[src/hdl/gmc_defs.svh]
// register map, field positions, reset values and timing counts of the motion mode control
// ==========================================================================================
// Summary of operation
// - sample period is 88us times (setting plus one)
// - eight-bit sample setting resets to 0x0A
// - one sample tick on entry, then one per elapsed sample period
// - irq enable bit 1 gates every interrupt
// - first interrupt waits for fifo level threshold
// - control bit 0 reads back motion mode
// - motion mode samples at rate, appends datasets
// - writing 1 forces motion mode entry
// - writing 0 exits after current conversion
// - enabled engine enters when result exceeds threshold
// - in mode, channels compared against exit threshold
// - exit conditions are software selectable
// - proximity persistence ignored for entry
// - entry threshold at 0xB6 low, 0xB7 high
// - exit threshold at 0xB8 low, 0xB9 high
// - read-only fifo level counts unread datasets
// - exit persistence needs 1, 2, 4, 8 hits
// - fifo irq level selects 1, 4, 8, 16
// - irq clears when empty; valid also needs exit
// - overflow flag set when fifo reaches capacity
`ifndef GMC_DEFS_SVH
`define GMC_DEFS_SVH

// ==========================================================================================
// register offsets
`define GMC_OFS_SAMPLE_PERIOD 8'hB4
`define GMC_OFS_CONTROL       8'hB5
`define GMC_OFS_ENTRY_LO      8'hB6
`define GMC_OFS_ENTRY_HI      8'hB7
`define GMC_OFS_EXIT_LO       8'hB8
`define GMC_OFS_EXIT_HI       8'hB9
`define GMC_OFS_FIFO_LEVEL    8'hBA

// ==========================================================================================
// fields and reset values
`define GMC_BIT_MODE          0
`define GMC_BIT_IRQ_EN        1
`define GMC_RST_SAMPLE_PERIOD 8'h0A
`define GMC_RST_BYTE          8'h00
`define GMC_RD_UNMAPPED       8'h00

// ==========================================================================================
// timing: one sample unit in ns, clock period in ns
`define GMC_UNIT_NS           88000
`define GMC_CLK_NS            40
`define GMC_UNIT_CYC          (`GMC_UNIT_NS / `GMC_CLK_NS)

// ==========================================================================================
// persistence and fifo irq level tables
`define GMC_PERSIST_0         4'h1
`define GMC_PERSIST_1         4'h2
`define GMC_PERSIST_2         4'h4
`define GMC_PERSIST_3         4'h8
`define GMC_LEVEL_0           8'h01
`define GMC_LEVEL_1           8'h04
`define GMC_LEVEL_2           8'h08
`define GMC_LEVEL_3           8'h10

`endif

[src/hdl/gmc_pkg.sv]
// types shared by the motion mode control
package gmc_pkg;

  // ========================================================================================
  // motion mode states
  typedef enum logic [1:0] {
    GMC_IDLE,
    GMC_ACTIVE,
    GMC_EXITING
  } gmc_state_t;

  typedef logic [7:0]  gmc_byte_t;
  typedef logic [15:0] gmc_word_t;

endpackage : gmc_pkg

[src/hdl/gmc_top.sv]
// motion mode control: sample timing, entry and exit, fifo level, interrupt and flags
`include "gmc_defs.svh"

module gmc_top #(
  parameter int unsigned UNIT_CYC   = `GMC_UNIT_CYC,
  parameter int unsigned FIFO_DEPTH = 32
) (
  // clock and reset
  input  wire logic              CLK_SYS_I,
  input  wire logic              RST_I,
  // register port
  input  wire logic [7:0]        REG_ADDR_I,
  input  wire logic              REG_WR_I,
  input  wire gmc_pkg::gmc_byte_t REG_WDATA_I,
  input  wire logic              REG_RD_I,
  output gmc_pkg::gmc_byte_t     REG_RDATA_O,
  // configuration from neighbouring registers
  input  wire logic              ENGINE_EN_I,
  input  wire logic [1:0]        EXIT_PERSIST_I,
  input  wire logic [3:0]        EXIT_IGNORE_I,
  input  wire logic [1:0]        FIFO_IRQ_LEVEL_I,
  // proximity and dataset engine
  input  wire logic              PROX_VALID_I,
  input  wire gmc_pkg::gmc_word_t PROX_RESULT_I,
  input  wire logic              CONV_BUSY_I,
  input  wire logic              DSET_VALID_I,
  input  wire gmc_pkg::gmc_word_t CH_NORTH_I,
  input  wire gmc_pkg::gmc_word_t CH_SOUTH_I,
  input  wire gmc_pkg::gmc_word_t CH_WEST_I,
  input  wire gmc_pkg::gmc_word_t CH_EAST_I,
  input  wire logic              DSET_READ_I,
  // status and control outputs
  output logic                   SAMPLE_TICK_O,
  output logic                   FIFO_PUSH_O,
  output logic                   MOTION_MODE_O,
  output logic                   MOTION_IRQ_O,
  output logic                   FIFO_VALID_O,
  output logic                   FIFO_OVERFLOW_O
);
  import gmc_pkg::*;

  localparam int PW = 20;

  // ========================================================================================
  // register file
  gmc_byte_t  period_r;
  logic       irq_en_r;
  gmc_word_t  entry_thr_r;
  gmc_word_t  exit_thr_r;
  gmc_byte_t  level_r;
  gmc_byte_t  level_nxt;
  gmc_state_t state_r;
  logic       wr_ctrl;
  logic       in_mode;

  assign wr_ctrl = REG_WR_I && (REG_ADDR_I == `GMC_OFS_CONTROL);
  assign in_mode = (state_r != GMC_IDLE);

  always_ff @(posedge CLK_SYS_I or posedge RST_I) begin
    if (RST_I) begin
      period_r    <= `GMC_RST_SAMPLE_PERIOD;
      irq_en_r    <= 1'b0;
      entry_thr_r <= {`GMC_RST_BYTE, `GMC_RST_BYTE};
      exit_thr_r  <= {`GMC_RST_BYTE, `GMC_RST_BYTE};
    end else if (REG_WR_I) begin
      unique case (REG_ADDR_I)
        `GMC_OFS_SAMPLE_PERIOD: period_r          <= REG_WDATA_I;
        `GMC_OFS_CONTROL:       irq_en_r          <= REG_WDATA_I[`GMC_BIT_IRQ_EN];
        `GMC_OFS_ENTRY_LO:      entry_thr_r[7:0]  <= REG_WDATA_I;
        `GMC_OFS_ENTRY_HI:      entry_thr_r[15:8] <= REG_WDATA_I;
        `GMC_OFS_EXIT_LO:       exit_thr_r[7:0]   <= REG_WDATA_I;
        `GMC_OFS_EXIT_HI:       exit_thr_r[15:8]  <= REG_WDATA_I;
        default: ;
      endcase
    end
  end

  // ========================================================================================
  // read data, registered on the read strobe
  always_ff @(posedge CLK_SYS_I or posedge RST_I) begin
    if (RST_I) begin
      REG_RDATA_O <= `GMC_RST_BYTE;
    end else if (REG_RD_I) begin
      unique case (REG_ADDR_I)
        `GMC_OFS_SAMPLE_PERIOD: REG_RDATA_O <= period_r;
        `GMC_OFS_CONTROL:       REG_RDATA_O <= {6'h00, irq_en_r, in_mode};
        `GMC_OFS_ENTRY_LO:      REG_RDATA_O <= entry_thr_r[7:0];
        `GMC_OFS_ENTRY_HI:      REG_RDATA_O <= entry_thr_r[15:8];
        `GMC_OFS_EXIT_LO:       REG_RDATA_O <= exit_thr_r[7:0];
        `GMC_OFS_EXIT_HI:       REG_RDATA_O <= exit_thr_r[15:8];
        `GMC_OFS_FIFO_LEVEL:    REG_RDATA_O <= level_r;
        default:                REG_RDATA_O <= `GMC_RD_UNMAPPED;
      endcase
    end
  end

  // ========================================================================================
  // sample period timer; the setting is sampled at each tick, so a new value
  // takes effect from the next period onward
  logic [PW-1:0] per_cnt_r;
  logic [PW-1:0] per_load;
  logic          tick;

  // period of unit times setting plus one
  assign per_load = PW'((32'(period_r) + 32'd1) * UNIT_CYC - 32'd1);
  assign tick     = (state_r == GMC_ACTIVE) && (per_cnt_r == '0);

  always_ff @(posedge CLK_SYS_I or posedge RST_I) begin
    if (RST_I) begin
      per_cnt_r <= '0;
    end else if (state_r != GMC_ACTIVE) begin
      per_cnt_r <= '0;
    end else if (tick) begin
      per_cnt_r <= per_load;
    end else begin
      per_cnt_r <= per_cnt_r - PW'(1);
    end
  end

  always_ff @(posedge CLK_SYS_I or posedge RST_I) begin
    if (RST_I) begin
      SAMPLE_TICK_O <= 1'b0;
    end else begin
      SAMPLE_TICK_O <= tick;
    end
  end

  // ========================================================================================
  // entry and exit decisions
  logic       entry_hit;
  logic       below_all;
  logic [3:0] need_hits;
  logic [3:0] hits_r;
  logic       exit_hit;

  assign entry_hit = ENGINE_EN_I && PROX_VALID_I && (PROX_RESULT_I > entry_thr_r);

  assign below_all = (EXIT_IGNORE_I[0] || (CH_NORTH_I < exit_thr_r)) &&
                     (EXIT_IGNORE_I[1] || (CH_SOUTH_I < exit_thr_r)) &&
                     (EXIT_IGNORE_I[2] || (CH_WEST_I  < exit_thr_r)) &&
                     (EXIT_IGNORE_I[3] || (CH_EAST_I  < exit_thr_r));

  always_comb begin
    unique case (EXIT_PERSIST_I)
      2'd0: need_hits = `GMC_PERSIST_0;
      2'd1: need_hits = `GMC_PERSIST_1;
      2'd2: need_hits = `GMC_PERSIST_2;
      2'd3: need_hits = `GMC_PERSIST_3;
    endcase
  end

  assign exit_hit = (state_r == GMC_ACTIVE) && DSET_VALID_I && below_all &&
                    ((hits_r + 4'd1) >= need_hits);

  always_ff @(posedge CLK_SYS_I or posedge RST_I) begin
    if (RST_I) begin
      hits_r <= 4'd0;
    end else if ((state_r != GMC_ACTIVE) || exit_hit) begin
      hits_r <= 4'd0;
    end else if (DSET_VALID_I) begin
      hits_r <= below_all ? hits_r + 4'd1 : 4'd0;
    end
  end

  // ========================================================================================
  // mode state machine
  always_ff @(posedge CLK_SYS_I or posedge RST_I) begin
    if (RST_I) begin
      state_r <= GMC_IDLE;
    end else begin
      unique case (state_r)
        GMC_IDLE: begin
          if ((wr_ctrl && REG_WDATA_I[`GMC_BIT_MODE]) || entry_hit) begin
            state_r <= GMC_ACTIVE;
          end
        end
        GMC_ACTIVE: begin
          if (wr_ctrl && !REG_WDATA_I[`GMC_BIT_MODE]) begin
            state_r <= GMC_EXITING;
          end else if (exit_hit && !wr_ctrl) begin
            state_r <= GMC_IDLE;
          end
        end
        GMC_EXITING: begin
          if (wr_ctrl && REG_WDATA_I[`GMC_BIT_MODE]) begin
            state_r <= GMC_ACTIVE;
          end else if (!CONV_BUSY_I) begin
            state_r <= GMC_IDLE;
          end
        end
        default: state_r <= GMC_IDLE;
      endcase
    end
  end

  always_ff @(posedge CLK_SYS_I or posedge RST_I) begin
    if (RST_I) begin
      MOTION_MODE_O <= 1'b0;
    end else begin
      MOTION_MODE_O <= in_mode;
    end
  end

  // ========================================================================================
  // fifo level and flags; a full fifo drops the new dataset
  logic push;
  logic pop;
  logic full;
  gmc_byte_t irq_need;

  assign full = (level_r >= 8'(FIFO_DEPTH));
  assign push = in_mode && DSET_VALID_I && !full;
  assign pop  = DSET_READ_I && (level_r != 8'h00);

  // level up on append, down on read
  always_comb begin
    level_nxt = level_r;
    if (push && !pop) begin
      level_nxt = level_r + 8'h01;
    end else if (pop && !push) begin
      level_nxt = level_r - 8'h01;
    end
  end

  always_comb begin
    unique case (FIFO_IRQ_LEVEL_I)
      2'd0: irq_need = `GMC_LEVEL_0;
      2'd1: irq_need = `GMC_LEVEL_1;
      2'd2: irq_need = `GMC_LEVEL_2;
      2'd3: irq_need = `GMC_LEVEL_3;
    endcase
  end

  always_ff @(posedge CLK_SYS_I or posedge RST_I) begin
    if (RST_I) begin
      level_r     <= 8'h00;
      FIFO_PUSH_O <= 1'b0;
    end else begin
      level_r     <= level_nxt;
      FIFO_PUSH_O <= push;
    end
  end

  logic valid_set;
  assign valid_set = (level_nxt >= irq_need);

  // valid clears only with empty fifo and mode over; set wins
  always_ff @(posedge CLK_SYS_I or posedge RST_I) begin
    if (RST_I) begin
      FIFO_VALID_O <= 1'b0;
    end else if (valid_set) begin
      FIFO_VALID_O <= 1'b1;
    end else if ((level_nxt == 8'h00) && !in_mode) begin
      FIFO_VALID_O <= 1'b0;
    end
  end

  // irq only enabled, first one waits for level
  always_ff @(posedge CLK_SYS_I or posedge RST_I) begin
    if (RST_I) begin
      MOTION_IRQ_O <= 1'b0;
    end else if (!irq_en_r || (level_nxt == 8'h00)) begin
      MOTION_IRQ_O <= 1'b0;
    end else if (valid_set) begin
      MOTION_IRQ_O <= 1'b1;
    end
  end

  // overflow sticky until fifo drains; set wins
  always_ff @(posedge CLK_SYS_I or posedge RST_I) begin
    if (RST_I) begin
      FIFO_OVERFLOW_O <= 1'b0;
    end else if (level_nxt >= 8'(FIFO_DEPTH)) begin
      FIFO_OVERFLOW_O <= 1'b1;
    end else if (level_nxt == 8'h00) begin
      FIFO_OVERFLOW_O <= 1'b0;
    end
  end

  // helper: cycles between ticks and the period expected at the first
  logic [PW-1:0] gap_r;
  logic [PW-1:0] exp_r;
  logic          armed_r;
  always_ff @(posedge CLK_SYS_I or posedge RST_I) begin
    if (RST_I) begin
      gap_r   <= '0;
      exp_r   <= '0;
      armed_r <= 1'b0;
    end else begin
      armed_r <= (state_r == GMC_ACTIVE) && (tick || armed_r);
      gap_r   <= tick ? PW'(1) : gap_r + PW'(1);
      if (tick) begin
        exp_r <= per_load + PW'(1);
      end
    end
  end
endmodule : gmc_top

[config.mk]
export PLATFORM = sky130hd
export DESIGN_NAME = gmc_top
export DESIGN_NICKNAME = d
export VERILOG_FILES = /design/src/hdl/gmc_pkg.sv /design/src/hdl/gmc_top.sv
export VERILOG_INCLUDE_DIRS = /design/src /design/src/hdl
export SDC_FILE = /design/constraint.sdc
export NUM_CORES = 1
export LEC_CHECK = 0
export BUFFER_PORTS_ARGS = -buffer_cell sky130_fd_sc_hd__buf_4
export CORE_AREA = 2 2 120 122
export CTS_CLUSTER_SIZE = 28
export DETAILED_ROUTE_END_ITERATION = 8
export DIE_AREA = 0 0 122 124
export PLACE_DENSITY_LB_ADDON = 0.15
export SLEW_MARGIN = 5
export SYNTH_ARGS = -nofsm -noshare
export SYNTH_HDL_FRONTEND = slang
export SYNTH_SLANG_ARGS = --single-unit
export TNS_END_PERCENT = 1
[constraint.sdc]
create_clock -name CLK_SYS_I -period 8.9 [get_ports CLK_SYS_I]
set_input_delay 1.78 -clock CLK_SYS_I [delete_from_list [all_inputs] [get_ports CLK_SYS_I]]
set_output_delay 1.78 -clock CLK_SYS_I [all_outputs]
set_load 0.02 [all_outputs]
Word-level counts from Yosys, hierarchy flattened
Cells that the tools add are included.

cells by class
  add/subtract/negate cells = 6
  multiply operators = 1
  magnitude comparators = 9
  eq/ne operators = 19
  mux-type cells = 22
  reductions and logical operators = 51

operators with widths
  cell                                                                number
  less-than comparator 16 bit                                         4
  == test 8 bit (second input constant)                               7
  one-hot mux 8 bit (7 select lines)                                  1
  2-to-1 mux 20 bit                                                   2
  subtractor 20 x 1 -> 20 bit (second input constant)                 2
  one-hot mux 8 bit (4 select lines)                                  1
  zero test 20 bit                                                    1
  logical AND 1 bit                                                   19
  multiplier 9 x 9 -> 17 bit (second input constant)                  1
  greater-or-equal comparator 8 x 6 -> 1 bit (second input constant)  2
  greater-than comparator 16 bit                                      1
  2-to-1 mux 8 bit                                                    2
  one-hot mux 4 bit (4 select lines)                                  1
  2-to-1 mux 4 bit                                                    3
  AND reduction 2 bit                                                 6
  == test 2 bit (second input constant)                               5
  2-to-1 mux 2 bit                                                    5
  nonzero test 2 bit                                                  5
  adder 8 x 1 -> 9 bit (second input constant)                        1
  adder 8 x 1 -> 8 bit (second input constant)                        1
  greater-or-equal comparator 8 bit                                   1
  zero test 8 bit                                                     1
  nonzero test 8 bit                                                  1
  subtractor 8 x 1 -> 8 bit (second input constant)                   1
  other kinds (12)                                                    34

storage, ports and cells
  register bits after elaboration = 89
  input bits = 113
  output and inout bits = 14
  logic and storage cells = 125

Depth between registers and ports, before layout
Gate-level depths: netlist (run 1).

  depth after elaboration = 11
  gate-level depth with buffers = 22
  gate-level depth less buffers = 20

Worst setup path before layout (run 1)
Ideal clock, no wire load.

  kind = reg2reg
  start point = register period_r[0]
  end point = register per_cnt_r[19]
  setup time = 0.123 ns
  data arrival time = 4.647 ns
  data required time = 8.777 ns
  path slack = 4.130 ns
  cell stages (with the launch flop) = 22
  path buffers = 2
  period minus slack after synthesis = 4.770 ns
  path through = dfrtp_1 clkbuf_1 nand3_1 nor2_1 xnor2_1 inv_1 ha_1 ha_1 ha_1 inv_1 fa_1 inv_1 ha_1 clkbuf_1 o21ai_0 a21oi_1 o21a_1 o31ai_1 nand4_1 nor4b_1 xnor2_1 a21oi_1

on the way
  longest elaborated chain between the ends = 5

RTL lines
  element                      line            RTL
  start: declaration           gmc_top.sv:46   gmc_byte_t period_r;
  start signal: assignment     gmc_top.sv:61   period_r <= `GMC_RST_SAMPLE_PERIOD;
  adder 8 x 1 -> 9 bit         gmc_top.sv:105  assign per_load = PW'((32'(period_r) + 32'd1) * UNIT_CYC - 32'd1);
  multiplier 9 x 9 -> 17 bit   gmc_top.sv:105
  subtractor 20 x 1 -> 20 bit  gmc_top.sv:105
  2-to-1 mux 20 bit            gmc_top.sv:113  end else if (tick) begin
  2-to-1 mux 20 bit            gmc_top.sv:111  end else if (state_r != GMC_ACTIVE) begin
  end signal: assignment       gmc_top.sv:114  per_cnt_r <= per_load;
  end signal: assignment       gmc_top.sv:116  per_cnt_r <= per_cnt_r - PW'(1);
  end: declaration             gmc_top.sv:100  logic [PW-1:0] per_cnt_r;

No other way between the ends.
A chain may end at the register's enable or synchronous reset.

Final worst setup path (run 1)
Ends and elaborated chain as after synthesis.

==> results.md, run 1 <==
* Status: completed
* CP startpoint kind: flop
* Worst vdd ir at 0.163 mV
* Number of cells on the critical path at 19
* GR Util All Layers at 26.6%
* CP endpoint kind: flop
* Clock Path Buffers at 2
* Clock latency on the worst-skew pair at approximately 0.35 ns
* Ports at roughly 130
* Mux cell area share after synthesis at ~6%
* Final HPWL from detailed placement at around 15 mm
* CTS tree: built
* Layout cell share with drive strength beyond 1 at 21.1%
* Max Fclk at about 190 MHz
* Worst Hold Path Cells at 1
* Sequential area share after synthesis at roughly 28%
* TritonCTS Sinks at 89
* Grt ovf at 0
* Cells after DPL at about 1100
* Antenna viol nets, final at 0
* Post-synthesis simple-gate area fraction at between 10% and 20%
* Rel. slew slack at 28.9%
* Power density over cell area at between 150 and 200 mW/mm²
* Synth top area cells: dfrtp_1, ha_1, mux2_2
* Drt first-iter violations at 499
* Setup bufs post-CTS at 0
* Most frequent cells in the layout: ha_1, buf_4, dfrtp_1
* R2r worst-path depth at 19
* Crit path max fanout at 12
* Antenna diodes at 0
* Yosys top cell area share at about 27%
* Worst EP arrival at between 5 and 6 ns
* Flops & latches, synth at a little under 90
* # port buffers at approximately 130
* CTS root buf: clkbuf_16
* DRT Wirelength at between 15 and 20 mm
* Avg Inst Size Synth at between 9 and 10 µm²
* Setup TNS at 0 ns
* Slew Limit Fails at 0
* Mapped Area at 0.00792 mm²
* H-tree depth at 3
* Worst R2R Start: period_r[0]$_DFFE_PP0P_
* Total of max-cap violations at 0
* Most common cell after layout, fill and taps aside: ha_1
* First-pass GRT wire length at ~32 mm
* Kind of critical path: reg2reg
* Vias per std cell at 5.84
* Crit path to: per_cnt_r[19]$_DFF_PP0_
* Die extent in y at roughly 120 µm
* Combinational family with the most area after synthesis: adder cells
* Post-CTS Resized at 0
* Met1 Usage GRT at 35.4%
* Post-Route Utilization at between 60% and 70%
* Top_reg_cell synth: dfrtp_1
* Post-DR wirelength/cell at 16.7 µm
* Largest net degree at the start of global routing at 65
* Mapped Cells at around 840
* Final GP Congestion at roughly 0.85
* GR peak layer: met2
* Clock-pin slew on the worst setup and hold paths at around 0.060 ns
* Die width at approximately 120 µm
* Crit-path cells: ha_1, nand2_1, xor2_1, inv_1, ha_1, ha_1, ha_1, inv_1, fa_1, inv_1, ha_1, a211oi_1, nor2_1, xor2_1, nor3_1, nand4_1, nor4b_1, xnor2_1, a21oi_1
* Final setup fails at 0
* DRC viols at 0
* Layout Nets at roughly 1200
* Pwr Total at 1.48 mW
* Crit-path max cell delay at 0.57 ns
* Synth warnings at 0
* Via count at ~6700
* Die ar. at between 0.015 and 0.02 mm²
* Cell Area, Placed at ~0.009 mm²
* Detailed-router iteration count before antenna repair at 8
* Synth area leader: dfrtp_1
* Worst min-delay path class: reg2reg
* Final hold vios at 0
* Worst R2R End: per_cnt_r[19]$_DFF_PP0_
* RSZ-0062 raised after global routing: false
* Origin of the worst setup path: period_r[0]$_DFFE_PP0P_
* Met3 usage at under 10%
* Post-synthesis adder-cell area fraction at about a quarter
* Compound-cell area share of the yosys netlist at 15.5%
* FFs w/ async S/R, synth at 100%
* Synthesis-to-layout area growth at 17.6%
* Worst path slowest cell: dfrtp_1
* Met2 usage at 44.8%
* CP top delay family: adder cells
* Fin crit period at approximately 5.3 ns
* Hold_buf cts at 0
* Post-synth EDFFs at 0
* Initial core utilization at approximately 58%
* Finished Cell Area at around 0.0093 mm²
* Post-Layout Cell Count at 1147
* Slew at the pin closest to its max-slew limit at approximately 1.1 ns
* Final Skew at ~0.0096 ns
* # fillers at ~1200
* CP required at 9.12 ns
* Number of global-route vias before repair at 6476
* Cell mode on critical path: ha_1
* R2r setup slk at 3.61 ns
* Distinct cells, synth at 69
* Row count at between 40 and 50
* Core Region at between 0.01 and 0.015 mm²
* Post-Synth XOR/XNOR Area at 6.08%
* Initial antenna violation count at 0
* Final Cycle Share at between 50% and 60%
* CTS Buf Count at 9
* Leakage at approximately 4.5 nW
* Critical path buffers and inverters at 3
* Syn Nets at between 1000 and 1500
-- cells in the mapped netlist (all sizes together), types with 3 or more instances --
master	count
ha	133
dfrtp	87
inv	86
mux2	43
nor2	43
a21oi	41
o21ai	41
nand2	35
xnor2	30
nor3	26
xor2	25
a21o	22
nand3	22
a211oi	17
clkbuf	16
nand2b	15
nand4	13
a222oi	12
nor2b	12
fa	8
and3	7
nand3b	7
o21a	7
nor3b	6
nor4	6
or3	6
a221oi	5
buf	5
a31oi	4
o211ai	4
o22ai	4
o31ai	4
or4	4
and2	3
and4b	3
nand4b	3
or2	3
-- cells by family (layout without fill, tap and decap cells) --
group / count (synthesis) / in the layout
adder cells (fa/ha/maj): 143 / 143
AO/OA/AOI/OAI: 183 / 183
buffers and inverters: 108 / 233
AND/OR/NAND/NOR: 221 / 221
XOR/XNOR: 55 / 55
multiplexers: 43 / 43
flip-flops: 89 / 89
-- routing by layer --
| metal | part of all wire [%] | wire (µm) |
|---|---|---|
| met5 | 0 | 0 |
| met4 | 2.1 | 399 |
| met3 | 5.8 | 1110 |
| met2 | 47 | 9070 |
| met1 | 45 | 8560 |
-- worst register-to-register path, stage by stage, from the launching register on --
cell and delay [ns]:
dfrtp_1 0.57, ha_1 0.27, nand2_1 0.10, xor2_1 0.28
inv_1 0.14, ha_1 0.33, ha_1 0.30, ha_1 0.28
inv_1 0.05, fa_1 0.53, inv_1 0.04, ha_1 0.23
a211oi_1 0.41, nor2_1 0.12, xor2_1 0.20, nor3_1 0.36
nand4_1 0.26, nor4b_1 0.45, xnor2_1 0.16, a21oi_1 0.09
-- per-stage QoR --
step | hold WS (ns) | setup slack [ns]
2_1_floorplan | 0.453 | 4.13
3_3_place_gp | 0.479 | 3.82
3_5_place_dp | 0.479 | 3.64
4_1_cts | 0.498 | 3.63
5_1_grt | 0.513 | 3.12
6_report | 0.490 | 3.61
-- power by group --
part	switching, mW	internal, mW
clock network	0.160	0.220
logic	0.307	0.252
registers	0.0723	0.470
total	0.540	0.943
-- flip-flops by register name, indices dropped and copies added (netlist names), 2 cells and up --
name         flops
per_cnt_r       20
entry_thr_r     16
exit_thr_r      16
REG_RDATA_O      8
level_r          8
period_r         8
hits_r           4
state_r          2
-- worst min-delay path by stage --
stage	from	endpoint
final	FIFO_VALID_O$_DFFE_PP0P_	FIFO_VALID_O$_DFFE_PP0P_
after global routing	FIFO_VALID_O$_DFFE_PP0P_	FIFO_VALID_O$_DFFE_PP0P_
after CTS	FIFO_VALID_O$_DFFE_PP0P_	FIFO_VALID_O$_DFFE_PP0P_
after detailed placement	FIFO_VALID_O$_DFFE_PP0P_	FIFO_VALID_O$_DFFE_PP0P_
after global placement	FIFO_VALID_O$_DFFE_PP0P_	FIFO_VALID_O$_DFFE_PP0P_
after floorplan	per_cnt_r[0]$_DFF_PP0_	per_cnt_r[0]$_DFF_PP0_
-- final cells by class --
| class | instances | area [µm²] | share of cell area, % |
|---|---|---|---|
| Multi-Input combinational cell | 645 | 5250 | 56.4 |
| Sequential cell | 89 | 2230 | 24.0 |
| Timing Repair Buffer | 130 | 976 | 10.5 |
| Inverter | 87 | 333 | 3.58 |
| Clock buffer | 11 | 233 | 2.50 |
| Tap cell | 180 | 225 | 2.42 |
| Clock inverter | 5 | 63.8 | 0.685 |
(Power assumes the default switching activity.)
==> run 2: changes to the inputs <==
==> constraint.sdc (replaced) <==
create_clock -name CLK_SYS_I -period 5 [get_ports CLK_SYS_I]
set_input_delay 1 -clock CLK_SYS_I [delete_from_list [all_inputs] [get_ports CLK_SYS_I]]
set_output_delay 1 -clock CLK_SYS_I [all_outputs]
set_load 0.02 [all_outputs]
==> run 2 against run 1 <==
  * Clock skew up 0.00068 ns
  * Flip-flop and latch count unchanged
  * Final cell count increased by 1.7%
  * Largest power group unchanged
  * Via count grew 1.1%
  * Utilization grew 2.2 points
  * Die area unchanged
  * Critical endpoint unchanged
  * Wire length grew 2.0%
==> results.md, run 2 (synthesis gave the netlist of run 1 again) <==
* CP required at between 5 and 6 ns
* Top Registers: per_cnt_r: 20 flops, entry_thr_r: 16 flops, exit_thr_r: 16 flops
* Clock-pin slew on the worst setup and hold paths at approximately 0.07 ns
* Row count at between 40 and 50
* Worst R2R End: per_cnt_r[19]$_DFF_PP0_
* Final hold vios at 0
* Post-DR wirelength/cell at 16.7 µm
* Internal Power at between 1.5 and 2 mW
* Kind of critical path: reg2reg
* First-pass GRT wire length at 32.2 mm
* Worst path slowest cell: dfstp_2
* Initial core utilization at ~58%
* Final worst slack at 0.280 ns
* # port buffers at 126
* Detailed-router iteration count before antenna repair at 7
* Drt first-iter violations at between 500 and 600
* Initial antenna violation count at 1
* CTS tree: built
* Layout Nets at 1234
* Vias per std cell at between 5 and 6
* Fin crit period at roughly 4.7 ns
* Critical path buffers and inverters at 5
* Gate power share at 37.4%
* Cells after DPL at between 1000 and 1500
* Power density over cell area at ~280 mW/mm²
* CP top delay family: adder cells
* Reg power frac at between 30% and 40%
* Worst R2R Start: period_r[1]$_DFFE_PP1P_
* Ports at about 130
* R2r setup slk at approximately 0.28 ns
* Clock Power Share at 27.3%
* Worst EP arrival at between 4 and 5 ns
* Pre-CTS WS at just over 0.004 ns
* Number of flip-flops in the largest register at 20
* Layout cell share with drive strength beyond 1 at 25.2%
* TritonCTS Sinks at 89
* Crit-path cells: buf_4, nand3_1, nor2_2, xnor2_1, inv_1, ha_1, ha_1, ha_1, inv_1, fa_1, inv_1, ha_1, buf_4, nor3_1, and4b_1, nand2_1, a211oi_1, xnor2_1, nor4b_2, xnor2_1, a21oi_1
* Rel. slew slack at 36.6%
* Via count at 6771
* Switching Share at 35.9%
* DRT Wirelength at 19.5 mm
* H-tree depth at 3
* Die extent in y at between 100 and 150 µm
* Crit path max fanout at 5
* Worst Hold End: FIFO_VALID_O$_DFFE_PP0P_
* Slew Limit Fails at 0
* Crit-path max cell delay at between 0.5 and 0.6 ns
* Die width at about 120 µm
* Cell mode on critical path: ha_1
* CP endpoint kind: flop
* Final GP Congestion at ~0.87
* Status: completed
* Leakage at 4.62 nW
* Final setup fails at 0
* # fillers at around 1100
* Antenna viol nets, final at 0
* Sw power at ~0.98 mW
* Largest net degree at the start of global routing at 65
* Final HPWL from detailed placement at roughly 16 mm
* GR Util All Layers at 27.0%
* Critical hold path startpoint: FIFO_VALID_O$_DFFE_PP0P_
* Post-Layout Cell Count at between 1000 and 1500
* Clock Path Buffers at 2
* Most frequent cells in the layout: buf_4, ha_1, dfrtp_1
* CP startpoint kind: flop
* Worst Hold Path Cells at 1
* Final Skew at between 0.01 and 0.015 ns
* Biggest register: per_cnt_r
* Core Region at ~0.014 mm²
* Total of max-cap violations at 0
* Clock latency on the worst-skew pair at 0.35 ns
* DRC viols at 0
* R2r worst-path depth at 21
* Number of global-route vias before repair at between 6000 and 7000
* Final Cycle Share at 94.4%
* Worst vdd ir at around 0.24 mV
* CTS root buf: clkbuf_16
* Grt ovf at 0
* Synthesis-to-layout area growth at 21.4%
* Worst min-delay path class: reg2reg
* Max Fclk at ~210 MHz
* Die ar. at 0.0151 mm²
* CTS Buf Count at 9
* Slew at the pin closest to its max-slew limit at 0.950 ns
* Most common cell after layout, fill and taps aside: buf_4
run 2: power by group through the flow:
stage	Sequential (mW)	Combinational (mW)	Clock [mW]
2_1_floorplan	0.948	0.724	0
3_3_place_gp	0.973	0.978	0
3_5_place_dp	0.978	0.995	0
4_1_cts	0.965	1.01	0.759
5_1_grt	0.982	1.15	0.789
6_report	0.966	1.02	0.744
run 2: layout make-up:
| cell class | count | area (µm²) | area share [%] |
|---|---|---|---|
| inverter | 87 | 333 | 3.46 |
| multi-input combinational | 645 | 5380 | 56.0 |
| timing repair buffer | 148 | 1110 | 11.6 |
| clock buffer | 9 | 225 | 2.34 |
| sequential | 89 | 2230 | 23.2 |
| tap | 180 | 225 | 2.34 |
| antenna | 1 | 2.50 | 0.0260 |
| clock inverter | 7 | 106 | 1.11 |
run 2: worst max-delay path by stage:
stage | startpoint | to | slack, ns | depth (start not counted)
final | period_r[1]$_DFFE_PP1P_ | per_cnt_r[19]$_DFF_PP0_ | 0.28 | 21
after global routing | period_r[1]$_DFFE_PP1P_ | per_cnt_r[18]$_DFF_PP0_ | -0.02 | 19
after CTS | period_r[1]$_DFFE_PP1P_ | per_cnt_r[19]$_DFF_PP0_ | 0.03 | 18
after detailed placement | period_r[1]$_DFFE_PP1P_ | per_cnt_r[19]$_DFF_PP0_ | 0.004 | 19
after global placement | period_r[1]$_DFFE_PP1P_ | per_cnt_r[19]$_DFF_PP0_ | 0.11 | 19
after floorplan | period_r[0]$_DFFE_PP0P_ | per_cnt_r[19]$_DFF_PP0_ | 0.23 | 21
run 2: per-stage QoR:
step,hold slack [ns],TNS [ns],cell area (µm²),util (%),power (mW)
3_5_place_dp,0.489,0,9130,66.6,1.97
5_1_grt,0.530,-0.0306,9610,70.1,2.92
2_1_floorplan,0.453,0,7920,-,1.67
3_3_place_gp,0.477,0,9130,66.6,1.95
4_1_cts,0.507,0,9470,69.0,2.73
6_report,0.498,0,9610,70.1,2.73
run 2: repair_timing:
item | 4_1_cts | 5_1_grt
buffers inserted | 0 | 2
resized for setup | 1 | 28
pin swaps | 0 | 4
setup endpoints to repair | 1 | 5
hold buffers | 0 | 0
run 2: metal layers:
| metal | up-vias | wire, µm | track usage (%) |
|---|---|---|---|
| li1 | 3343 | - | - |
| met5 | - | 0 | 0 |
| met1 | 3213 | 8670 | 35.7 |
| met3 | 32 | 987 | 3.34 |
| met4 | 0 | 365 | 8.05 |
| met2 | 183 | 9490 | 46.5 |
